**src/ntbrp_pkg.sv**
```systemverilog
// Shared constants for the bridge reset and protection register bank.
// Assumes byte-wide configuration accesses at the bank's printed offsets.
package ntbrp_pkg;

    // Byte offsets of the bank
    localparam logic [11:0] NTBRP_CAP_HDR_OFS  = 12'h074;  // Capability header, four bytes
    localparam logic [11:0] NTBRP_CTRL_OFS     = 12'h078;  // bridge_control
    localparam logic [11:0] NTBRP_STAT_OFS     = 12'h079;  // bridge_status
    localparam logic [11:0] NTBRP_CAP_LAST_OFS = 12'h0b3;  // Last byte of the capability structure
    localparam logic [11:0] NTBRP_HDR_LAST_OFS = 12'h077;  // Last byte of the capability header

    // Capability header reset values, byte 0 upward
    localparam logic [7:0] NTBRP_HDR0_RST = 8'h09;  // Vendor specific id
    localparam logic [7:0] NTBRP_HDR1_RST = 8'hb4;  // Next pointer
    localparam logic [7:0] NTBRP_HDR2_RST = 8'h40;  // Capability length
    localparam logic [7:0] NTBRP_HDR3_RST = 8'h01;  // Capability kind

    // bridge_control field positions
    localparam int NTBRP_CTL_MODE_LSB = 0;  // far_side_mode, two bits
    localparam int NTBRP_CTL_PROT     = 2;  // cfg_write_protect
    localparam int NTBRP_CTL_RESET_ACTION_ENABLE     = 3;  // reset_action_enable
    localparam int NTBRP_CTL_RA       = 4;  // reset_action_select
    localparam int NTBRP_CTL_EXT_RESET_PROPAGATE     = 5;  // ext_reset_propagate
    localparam int NTBRP_CTL_RST      = 7;  // Device reset trigger
    // bridge_status field positions
    localparam int NTBRP_STS_FRD      = 0;  // far_side_fund_reset_seen

    // Far side mode encodings
    localparam logic [1:0] NTBRP_MODE_NOT_READY = 2'h0;
    localparam logic [1:0] NTBRP_MODE_ENABLED   = 2'h1;
    localparam logic [1:0] NTBRP_MODE_DISABLED  = 2'h2;

    // Reset action encodings
    localparam logic NTBRP_RA_THIS_NOT_READY = 1'b0;
    localparam logic NTBRP_RA_FAR_NOT_READY  = 1'b1;

    // Sticky control bits after reset
    localparam logic NTBRP_STICKY_RST = 1'b0;
    // Synchroniser depth
    localparam int NTBRP_SYNC_STAGES = 2;

endpackage

```
**src/ntbrp_bank.sv**
```systemverilog
// Bridge reset and protection register bank for one side of the bridge.
// Assumes byte-wide configuration accesses on one clock, far side reset
// levels from logic on the same clock, and an asynchronous bridge reset pin.
`timescale 1ns/10ps
module ntbrp_bank #(
    parameter logic INTERNAL_SIDE = 1'b1  // One on the internal side
) (
    // Clock and reset
    input  wire logic                 clock,
    input  wire logic                 nrst,
    // Side resets and mode
    input  wire logic                 int_hot_rst,
    input  wire logic                 ntb_mode,
    input  wire logic                 bridge_reset_in_n,
    // Far side reset indications and ready request
    input  wire logic                 far_fund_rst,
    input  wire logic                 far_hot_rst,
    input  wire logic                 peer_set_ready,
    // Configuration access port
    input  wire logic                 cfg_valid,
    input  wire logic                 cfg_write,
    input  wire logic                 cfg_far,
    input  wire logic [11:0]          cfg_addr,
    input  wire logic [7:0]           cfg_wdata,
    output logic                      cfg_ack,
    output logic [7:0]                cfg_rdata,
    // Control outputs
    output logic [1:0]                far_side_mode,
    output logic                      far_cfg_retry,
    output logic                      far_drop,
    output logic                      peer_ready_req,
    output logic                      device_reset_req
);
    import ntbrp_pkg::*;

    // Whole state of the bank
    typedef struct packed {
        logic [3:0][7:0] hdr;        // Capability header bytes
        logic [1:0]      mode;       // far_side_mode
        logic            prot;       // cfg_write_protect
        logic            reset_action_enable;       // reset_action_enable
        logic            ra;         // reset_action_select
        logic            ext_reset_propagate;       // ext_reset_propagate
        logic            frd;        // far_side_fund_reset_seen
        logic            fund_prev;  // Far fundamental reset, last cycle
        logic            any_prev;   // Any far reset, last cycle
        logic            ack;        // Access answer
        logic [7:0]      rdata;      // Read data
        logic            retry;      // Retry far config requests
        logic            drop;       // Drop other far traffic
        logic            peer_rdy;   // Ready request to far side
        logic            dev_rst;    // Whole device reset
    } ntbrp_bank_s;

    ntbrp_bank_s st_q;      // Registered state
    ntbrp_bank_s st_d;      // Next state
    logic        pin_n_s;   // Synchronised bridge reset pin
    logic        in_cap;    // Address inside capability structure
    logic        in_hdr;    // Address inside capability header
    logic        blocked;   // Protected far access
    logic        fund_edge; // New far fundamental reset
    logic        any_edge;  // New far reset of either kind
    logic [1:0]  mode_dft;  // Mode after internal reset

    // Bridge reset pin into the core domain
    ntbrp_sync #(
        .RST_VAL (1'b1)
    ) u_pin_sync (
        .clock    (clock),
        .nrst     (nrst),
        .pin_in   (bridge_reset_in_n),
        .sync_out (pin_n_s)
    );

    // Address range check
    function automatic logic ntbrp_in_range(input logic [11:0] a, input logic [11:0] lo,
                                            input logic [11:0] hi);
        ntbrp_in_range = (a >= lo) && (a <= hi);
    endfunction

    // Readback of bridge_control, trigger bit always zero
    function automatic logic [7:0] ntbrp_ctl_read(input ntbrp_bank_s s);
        logic [7:0] v;
        v = 8'h00;
        v[NTBRP_CTL_MODE_LSB +: 2] = s.mode;
        v[NTBRP_CTL_PROT] = s.prot;
        v[NTBRP_CTL_RESET_ACTION_ENABLE] = s.reset_action_enable;
        v[NTBRP_CTL_RA]   = s.ra;
        v[NTBRP_CTL_EXT_RESET_PROPAGATE] = s.ext_reset_propagate;
        ntbrp_ctl_read = v;
    endfunction

    // Access classification and far reset edges
    always_comb begin
        in_cap    = ntbrp_in_range(cfg_addr, NTBRP_CAP_HDR_OFS, NTBRP_CAP_LAST_OFS);
        in_hdr    = ntbrp_in_range(cfg_addr, NTBRP_CAP_HDR_OFS, NTBRP_HDR_LAST_OFS);
        blocked   = st_q.prot && cfg_far && in_cap;
        fund_edge = far_fund_rst && !st_q.fund_prev;
        any_edge  = (far_fund_rst || far_hot_rst) && !st_q.any_prev;
        mode_dft  = INTERNAL_SIDE ? NTBRP_MODE_ENABLED : NTBRP_MODE_NOT_READY;
    end

    // Next state
    always_comb begin
        st_d           = st_q;
        st_d.ack       = cfg_valid;
        st_d.peer_rdy  = 1'b0;
        st_d.dev_rst   = 1'b0;
        st_d.fund_prev = far_fund_rst;
        st_d.any_prev  = far_fund_rst || far_hot_rst;
        // Register writes
        if (cfg_valid && cfg_write) begin
            if (blocked) begin
                st_d.hdr = st_q.hdr;
            end else if (in_hdr) begin
                // Header bytes, writable for test
                st_d.hdr[cfg_addr[1:0]] = cfg_wdata;
            end else if (cfg_addr == NTBRP_CTRL_OFS) begin
                st_d.mode = cfg_wdata[NTBRP_CTL_MODE_LSB +: 2];
                st_d.prot = cfg_wdata[NTBRP_CTL_PROT];
                st_d.ext_reset_propagate = cfg_wdata[NTBRP_CTL_EXT_RESET_PROPAGATE];
                if (INTERNAL_SIDE) begin
                    st_d.reset_action_enable = cfg_wdata[NTBRP_CTL_RESET_ACTION_ENABLE];
                    st_d.ra   = cfg_wdata[NTBRP_CTL_RA];
                end
                st_d.dev_rst = cfg_wdata[NTBRP_CTL_RST];
            end else if (cfg_addr == NTBRP_STAT_OFS) begin
                // Write one clears the flag
                if (cfg_wdata[NTBRP_STS_FRD]) begin
                    st_d.frd = 1'b0;
                end
            end
        end
        // Register reads
        st_d.rdata = 8'h00;
        if (cfg_valid && !cfg_write) begin
            if (in_hdr) begin
                st_d.rdata = st_q.hdr[cfg_addr[1:0]];
            end else if (blocked) begin
                st_d.rdata = 8'h00;
            end else if (cfg_addr == NTBRP_CTRL_OFS) begin
                st_d.rdata = ntbrp_ctl_read(st_q);
            end else if (cfg_addr == NTBRP_STAT_OFS) begin
                st_d.rdata[NTBRP_STS_FRD] = st_q.frd;
            end
        end
        // Far side asks us to become ready
        if (peer_set_ready) begin
            st_d.mode = NTBRP_MODE_ENABLED;
        end
        if (any_edge && st_q.reset_action_enable && INTERNAL_SIDE) begin
            if (st_q.ra == NTBRP_RA_THIS_NOT_READY) begin
                st_d.peer_rdy = 1'b1;
            end else begin
                st_d.mode = NTBRP_MODE_NOT_READY;
            end
        end
        if (fund_edge) begin
            st_d.frd = 1'b1;
        end
        if (st_q.ext_reset_propagate && ntb_mode && !pin_n_s) begin
            st_d.dev_rst = 1'b1;
        end
        // Internal hot reset restores non-sticky fields
        if (int_hot_rst) begin
            st_d.mode = mode_dft;
            st_d.hdr  = {NTBRP_HDR3_RST, NTBRP_HDR2_RST, NTBRP_HDR1_RST, NTBRP_HDR0_RST};
        end
        st_d.retry = (st_d.mode == NTBRP_MODE_NOT_READY);
        st_d.drop  = (st_d.mode != NTBRP_MODE_ENABLED);
    end

    // State register; only internal fundamental reset clears it
    always_ff @(posedge clock or negedge nrst) begin
        if (!nrst) begin
            st_q           <= '0;
            st_q.hdr       <= {NTBRP_HDR3_RST, NTBRP_HDR2_RST, NTBRP_HDR1_RST, NTBRP_HDR0_RST};
            st_q.mode      <= INTERNAL_SIDE ? NTBRP_MODE_ENABLED : NTBRP_MODE_NOT_READY;
            st_q.prot      <= NTBRP_STICKY_RST;
            st_q.reset_action_enable      <= NTBRP_STICKY_RST;
            st_q.ra        <= NTBRP_STICKY_RST;
            st_q.ext_reset_propagate      <= NTBRP_STICKY_RST;
            st_q.retry     <= !INTERNAL_SIDE;
            st_q.drop      <= !INTERNAL_SIDE;
        end else begin
            st_q <= st_d;
        end
    end

    // Outputs straight from the state register
    assign cfg_ack          = st_q.ack;
    assign cfg_rdata        = st_q.rdata;
    assign far_side_mode    = st_q.mode;
    assign far_cfg_retry    = st_q.retry;
    assign far_drop         = st_q.drop;
    assign peer_ready_req   = st_q.peer_rdy;
    assign device_reset_req = st_q.dev_rst;
endmodule

```
**src/ntbrp_sync.sv**
```systemverilog
// Two-flop synchroniser for pins entering the core clock domain.
// Assumes the input is a level held for at least two core clocks.
`timescale 1ns/10ps
module ntbrp_sync #(
    parameter logic RST_VAL = 1'b1
) (
    // Clock and reset
    input  wire logic clock,
    input  wire logic nrst,
    // Pin side
    input  wire logic pin_in,
    // Core side
    output logic      sync_out
);
    import ntbrp_pkg::*;

    // Both stages of the chain
    typedef struct packed {
        logic meta;  // First stage, read only by the second
        logic sync;  // Second stage
    } ntbrp_sync_s;

    ntbrp_sync_s st_q;  // Registered state
    ntbrp_sync_s st_d;  // Next state

    // Shift the pin through the chain
    always_comb begin
        st_d      = st_q;
        st_d.meta = pin_in;
        st_d.sync = st_q.meta;
    end

    // State register
    always_ff @(posedge clock or negedge nrst) begin
        if (!nrst) begin
            st_q <= '{meta: RST_VAL, sync: RST_VAL};
        end else begin
            st_q <= st_d;
        end
    end

    assign sync_out = st_q.sync;
endmodule

```
**config.mk**
```make
export PLATFORM = sky130hd
export DESIGN_NAME = ntbrp_bank
export DESIGN_NICKNAME = d
export VERILOG_FILES = /design/src/ntbrp_pkg.sv /design/src/ntbrp_bank.sv /design/src/ntbrp_sync.sv
export SDC_FILE = /design/constraint.sdc
export NUM_CORES = 1
export LEC_CHECK = 0
export ABC_AREA = 1
export BUFFER_PORTS_ARGS = -buffer_cell sky130_fd_sc_hd__buf_4
export CAP_MARGIN = 20
export CORE_MARGIN = 5
export CORE_UTILIZATION = 52
export CTS_BUF_LIST = sky130_fd_sc_hd__clkbuf_2
export DETAILED_ROUTE_END_ITERATION = 8
export PLACE_DENSITY = 0.88
export SYNTH_ARGS = -nofsm -noshare
export SYNTH_HDL_FRONTEND = slang
export SYNTH_HIERARCHICAL = 1
export SYNTH_SLANG_ARGS = --single-unit
```
**constraint.sdc**
```tcl
create_clock -name clock -period 1.2 [get_ports clock]
set_input_delay 0.36 -clock clock [delete_from_list [all_inputs] [get_ports clock]]
set_output_delay 0.36 -clock clock [all_outputs]
set_load 0.05 [all_outputs]
```
==> reports/qor.txt, run 1 <==
Status = complete, but fails checks
Failing checks = setup timing
Seq/Total Area, Yosys = 0.511
Most frequent cells after synthesis = nand2_1 (91), dfrtp_1 (45), inv_1 (27), nor2_1 (18)
Synth Flop Type = dfrtp_1
Die width = 83.0 um
Drt initial violations = 315
Unrepaired setup endpoints after global routing = true
Cell count after synthesis = 312
First-pass GRT wire length = 13200 um
H-tree levels = 2
Initial antenna violation count = 0
Detailed Route WL = 8350 um
Layout cells sized above 1 = 0.431
Vias in the first global route = 2719
Final period utilization = 1.35
Clock root buffer = clkbuf_2
Setup WS pre-CTS = -0.601 ns
Core Footprint = 0.00514 mm^2
Leakage = 1.86 nW
Switching Power = 1.04 mW
Hpwl dp = 5670 um
CTS Sinks = 56
Hold Crit Class = in2reg
Synth top area cells = dfrtp_1 (41%), nand2_1 (12%), dfstp_2 (10%)
Worst-Margin Slew = 0.460 ns
Pwr per Cell Area = 885 mW/mm^2
Clk_skew = 0.00936 ns
Clock Pin Slew Worst Setup and Hold Paths = 0.30 ns
Full die area = 0.00688 mm^2
Fmax achieved = 617 MHz
Final setup viols = 62
Clock Latency Late Sink = 0.47 ns
Crit path buf inv count = 2
WS Path Type = reg2reg
Max cap viols = 0
TritonCTS Buffers = 5
Total power = 3.43 mW
Drt drc = 0
Gpl congestion = 0.939
Drt pass-1 iters = 5
Die H = 83.0 um
Yosys cell types = 31
Setup_tns = -16.44 ns
TritonCTS clock tree = done
Starting Density = 0.538
Max incr delay on CP = 0.49 ns
Proportion of netlist area held by the largest area contributor = 0.407
Synth area leader = dfrtp_1
Internal power = 2.39 mW
Synth warnings = 6
CP Cell Sequence = nand2_2 -> nor2_4 -> nand2_2 -> nand2_4 -> o21ai_4 -> buf_4 -> o21ai_4 -> buf_12 -> nand2_2 -> o21ai_2
Most frequent CP cell = nand2_2
Vias per inst = 5.64
WL per Instance = 17.6 um
Peak supply drop = 0.639 mV
Worst Setup End Kind = flip-flop
CP Data Arrival Time = 2.04 ns
Async SR Flop Fraction = 1.00
Synthesis-to-finish area growth = 40.1%
GRT Util Overall = 0.239
Avg Cell Area, Syn = 8.87 um^2
Most frequent cell after synthesis = nand2_1
Area after DPL = 0.00347 mm^2
Final Hold Fails = 0
Layout Cell Area excl Fill = 0.00388 mm^2
Post-Synthesis Cell Area = 0.00277 mm^2
Largest net degree at the start of global routing = 28
FF+latch count, synth = 56
Post-route minimum period = 1.62 ns
WP data required = 1.62 ns
Switching part of the total = 0.302
Comb power frac = 0.180
Seq pwr share = 0.584
Post-synth EDFFs = 0
Max-slew violations = 0
GR Overflow Total = 0
Clk pwr share = 0.236
Rows = 26
CP Max Fanout = 10
Syn_nets = 343
Post-route ant nets = 0
Crit-path slowest cell = dfrtp_1
Num ports = 46
IO Port Bufs = 45
Nets = 436
Via count = 2684
Dpl cells = 456
Delay-heaviest family, CP = flip-flops
Startpoint Class = flip-flop
Relative slew slack = 0.693
CTS max path bufs = 2
Non-filler instance count after layout = 476
Setup ws final = -0.421 ns
Number of antenna repair diodes = 0
==> flip-flops by register name, summed over array words and instances (netlist names) <==
name                 cells
cfg_rdata                8
far_side_mode            2
cfg_ack                  1
peer_ready_req           1
u_pin_sync/sync_out      1
u_pin_sync/st_d          1
st_q                    39
far_cfg_retry            1
device_reset_req         1
far_drop                 1
==> power groups by stage <==
stage	logic [mW]	clock network [mW]	registers, mW
6_report	0.619	0.809	2.00
5_1_grt	0.663	0.883	2.01
4_1_cts	0.583	0.813	2.00
3_5_place_dp	0.519	0	2.03
3_3_place_gp	0.510	0	2.02
2_1_floorplan	0.226	0	2.02
==> cell families after synthesis <==
| family | after synthesis | synth area share |
|---|---|---|
| simple gates | 154 | 0.257 |
| compound gates | 58 | 0.145 |
| flops | 56 | 0.511 |
| buf+inv | 44 | 0.0868 |
==> stage by stage <==
stage               hold WS [ns]  utilization
floorplan                 0.0644            -
global placement           0.246        0.676
detailed placement         0.251        0.676
CTS                       0.0791        0.740
global route              0.0647        0.754
finish                    0.0762        0.754
==> final timing paths <==
check	start	to	slack, ns	cells after the start
min reg2reg	u_pin_sync/st_d[0]$_DFF_PN1_	u_pin_sync/sync_out$_DFF_PN1_	0.38	0
min	cfg_valid	cfg_ack$_DFF_PN0_	0.08	2
min in group asynchronous	nrst	device_reset_req$_DFF_PN0_	0.24	2
max reg2reg	st_q[19]$_DFFE_PN0P_	st_q[24]$_DFFE_PN0P_	-0.42	10
max in group asynchronous	nrst	st_q[44]$_DFFE_PN1P_	0.44	3
max	st_q[19]$_DFFE_PN0P_	st_q[24]$_DFFE_PN0P_	-0.42	10
==> metal layers <==
layer,global-route usage,part of all wire,routed length [um]
met4,0.0936,0.029,242
met5,0,0,0
met1,0.305,0.40,3300
met3,0.0604,0.095,790
met2,0.388,0.48,4020
==> worst register-to-register path, stage by stage, from the launching register on <==
cell and delay (ns):
dfrtp_1 0.49, nand2_2 0.10, nor2_4 0.04, nand2_2 0.10, nand2_4 0.08, o21ai_4 0.24, buf_4 0.17, o21ai_4 0.07
buf_12 0.17, nand2_2 0.06, o21ai_2 0.05
==> cell usage in the layout, fill, tap and decap left out, types with 8 or more instances in the layout <==
| cell | synthesis | final |
|---|---|---|
| buf_4 | 12 | 71 |
| buf_6 | 4 | 19 |
| dfrtp_1 | 45 | 45 |
| dfstp_2 | 11 | 11 |
| inv_1 | 27 | 27 |
| nand2_1 | 91 | 81 |
| nand2_2 | 6 | 15 |
| nand3_1 | 14 | 11 |
| nand4_1 | 10 | 10 |
| nor2_1 | 18 | 12 |
| nor2_4 | 1 | 9 |
| o21ai_1 | 2 | 10 |
| o21ai_2 | 14 | 12 |
| o21ai_4 | 1 | 8 |
| o22ai_1 | 12 | 12 |
==> repair_timing <==
action / 4_1_cts / 5_1_grt
pin swaps: 12 / 11
gates resized for setup: 51 / 13
cloned: 4 / 0
endpoints found under the setup margin: 63 / 64
hold endpoints to repair: 49 / 0
setup buffers: 4 / 2
hold buffers: 2 / 0
==> cell type report <==
class | count | area (um^2)
clock buffers | 5 | 25.0
multi-input cells | 216 | 1340
fillers | 354 | 1260
repair buffers | 98 | 882
clock inverters | 3 | 26.3
inverters | 28 | 105
flip-flops and latches | 56 | 1420
well taps | 70 | 87.6
Note: power is estimated with default switching activity, not from simulation.
==> run 2, diff against run 1 <==
==> constraint.sdc (replaced) <==
create_clock -name clock -period 1.2 [get_ports clock]
set_input_delay 0.06 -clock clock [delete_from_list [all_inputs] [get_ports clock]]
set_output_delay 0.06 -clock clock [all_outputs]
set_load 0.05 [all_outputs]
==> run 2 against run 1 <==
Sequential power about the same. Largest cell class unchanged. Total power decreased by 0.71%. Count of clock-buffer cells in the layout increased by 1. Cell count increased by 1.1%. Setup slack improved by 0.042 ns. Hold slack got worse by 0.054 ns. Combinational power increased by 3%. The flow still finishes with violations (setup timing). Sequential cell count unchanged. Routed wire length increased by 15%. First-iteration DRC count increased by 64%. Sequential share of layout area decreased by 0.26 points. Critical endpoint is now st_q[33]$_DFFE_PN0P_. Register-to-register slack improved by 0.04 ns.
==> reports/qor.txt, run 2 (same netlist as run 1, synthesis figures left out) <==
Initial antenna violation count = 0 (unchanged)
CTS max path bufs = 2 (unchanged)
H-tree levels = 2 (unchanged)
Die H = 83.0 um (unchanged)
Final Hold Fails = 0 (unchanged)
Drt drc = 0 (unchanged)
Unrepaired setup endpoints after global routing = true
CP Data Arrival Time = 1.96 ns (-0.08 ns)
Via count = 2927 (+9.1%)
Hold Crit Class = in2reg
Nets = 440 (+0.92%)
Gpl congestion = 0.966 (+2.9%)
Drt pass-1 iters = 7 (+2)
Starting Density = 0.538 (unchanged)
GRT Util Overall = 0.253 (+0.0140)
Clock root buffer = clkbuf_2
CP Max Fanout = 7 (-3)
Failing checks = setup timing
Peak supply drop = 0.711 mV (+11%)
Post-route minimum period = 1.58 ns (-0.0424 ns)
Num ports = 46 (unchanged)
TritonCTS clock tree = done
Clock Pin Slew Worst Setup and Hold Paths = 0.30 ns (about the same)
WL per Instance = 20.0 um (+14%)
FF-to-FF End = st_q[33]$_DFFE_PN0P_
Status = complete, but fails checks
TritonCTS Buffers = 5 (unchanged)
Most frequent cells in the layout = nand2_1 (75), buf_4 (75), dfrtp_1 (45), inv_1 (26), nand2_2 (18)
Crit-path slowest cell = dfrtp_1
Max cap viols = 0 (unchanged)
Total power = 3.41 mW (-0.71%)
Max FFs per register = 39 (unchanged)
Final period utilization = 1.32 (-0.0354)
Max-slew violations = 0 (unchanged)
Most frequent CP cell = nand2_1
Hold Path Origin = cfg_write
Vias per inst = 6.09 (+7.9%)
WP data required = 1.58 ns (-0.04 ns)
Register bank with the most flops = st_q
Routing usage on met1 = 0.294 (-0.0113)
Max incr delay on CP = 0.47 ns (-0.02 ns)
Reg2Reg Depth = 9 (-1)
Worst-Margin Slew = 0.696 ns (+0.236 ns)
Worst hold path depth = 4 (+2)
First-pass GRT wire length = 14000 um (+6.3%)
Clk_skew = 0.0254 ns (+0.0160 ns)
Hpwl dp = 5480 um (-3.3%)
Drt initial violations = 517 (+64%)
Met2 GRT Util = 0.419 (+0.0306)
Startpoint Class = flip-flop
Post-route ant nets = 0 (unchanged)
Clock Latency Late Sink = 0.47 ns (about the same)
Worst Setup End Kind = flip-flop
Rows = 26 (unchanged)
Setup_tns = -13.45 ns (+3.00 ns)
Most Crowded Layer GR = met2
GR Util met3 = 0.0772 (+0.0168)
R2R Setup Slk = -0.38 ns (+0.04 ns)
Hold Path End = cfg_rdata[0]$_DFF_PN0_
CTS Sinks = 56 (unchanged)
R2R Path Start = st_q[19]$_DFFE_PN0P_
Fmax achieved = 634 MHz (+2.7%)
Pwr per Cell Area = 873 mW/mm^2 (-1.4%)
Setup ws final = -0.378 ns (+0.0424 ns)
GR Overflow Total = 0 (unchanged)
Synthesis-to-finish area growth = 41.0%
Filler instances = 316 (-11%)
CP Cell Sequence = nand2_1 -> nor2_2 -> nand2_2 -> nand2_4 -> o21ai_4 -> buf_8 -> o21ai_4 -> nand2_1 -> nand2_1
Full die area = 0.00688 mm^2 (unchanged)
Layout cells sized above 1 = 0.434 (+0.00311)
Detailed Route WL = 9600 um (+15%)
Core Footprint = 0.00514 mm^2 (unchanged)
Leakage = 1.90 nW (+1.9%)
Relative slew slack = 0.536 (-0.157)
IO Port Bufs = 45 (unchanged)
Largest net degree at the start of global routing = 26 (-7.1%)
Final setup viols = 49 (-21%)
Die width = 83.0 um (unchanged)
WS Path Type = reg2reg
Vias in the first global route = 2829 (+4.0%)
-- run 2: changes by cell type in the layout (fill, tap and decap cells not counted), moves of 4 or more --
cell and change:
nor2_4 -7, dlygate4sd3_1 +13, nor2_2 +4, nand2_1 -6, buf_6 -12, nand3_1 -5, o21ai_2 +5, buf_4 +4
-- run 2: how the worst max path moves through the flow --
stage	from	end	slack (ns)	depth (start not counted)
after floorplan	st_q[19]$_DFFE_PN0P_	st_q[24]$_DFFE_PN0P_	-0.08	9
after global placement	cfg_addr[9]	st_q[36]$_DFFE_PN0P_	-0.27	10
after detailed placement	cfg_addr[9]	st_q[36]$_DFFE_PN0P_	-0.36	10
after CTS	st_q[19]$_DFFE_PN0P_	st_q[51]$_DFFE_PN0P_	-0.29	9
after global routing	st_q[19]$_DFFE_PN0P_	st_q[33]$_DFFE_PN0P_	-0.40	9
final	st_q[19]$_DFFE_PN0P_	st_q[33]$_DFFE_PN0P_	-0.38	9
-- run 2: cell type report --
| class | count | area [um^2] | area share |
|---|---|---|---|
| tap | 70 | 87.6 | 0.0224 |
| clock buffer | 6 | 30.0 | 0.00769 |
| clock inverter | 2 | 11.3 | 0.00288 |
| sequential | 56 | 1420 | 0.363 |
| inverter | 28 | 105 | 0.0269 |
| multi-input combinational | 215 | 1360 | 0.348 |
| timing repair buffer | 103 | 895 | 0.229 |
| antenna | 1 | 2.50 | 0.000641 |
-- run 2: repair_timing --
item | CTS | global route
endpoints found under the hold margin | 98 | 0
endpoints found under the setup margin | 49 | 67
gates resized for setup | 37 | 37
buffers inserted | 3 | 1
hold buffers | 16 | 0
pin swaps | 18 | 22
gates cloned | 3 | 0
-- run 2: per-layer routing --
layer  share of wire  up-vias
li1                -     1231
met1            0.35     1336
met2            0.45      263
met3            0.13       97
met4           0.074        0
met5               0        -
-- run 2: critical path, delay by kind of cell, from the launching register on --
| kind | cells | cell delay [ns] |
|---|---|---|
| AO/OA/AOI/OAI | 2 | 0.32 |
| buffers and inverters | 1 | 0.19 |
| AND/OR/NAND/NOR | 6 | 0.49 |
| flip-flops | 1 | 0.47 |
-- run 2: power breakdown --
part | internal [mW] | switching, mW
Clock | 0.145 | 0.620
Combinational | 0.263 | 0.372
Sequential | 1.97 | 0.0380
-- run 2: per-stage QoR --
step           hold slack, ns  instances   util  setup WS, ns  cell area (um^2)
6_report               0.0218        481  0.759        -0.378              3900
5_1_grt                0.0592        480  0.759        -0.404              3900
4_1_cts                0.0344        479  0.732        -0.288              3760
3_5_place_dp          -0.0470        449  0.658        -0.356              3380
3_3_place_gp          -0.0518        449  0.658        -0.265              3380
2_1_floorplan          -0.236        312      -       -0.0839              2770
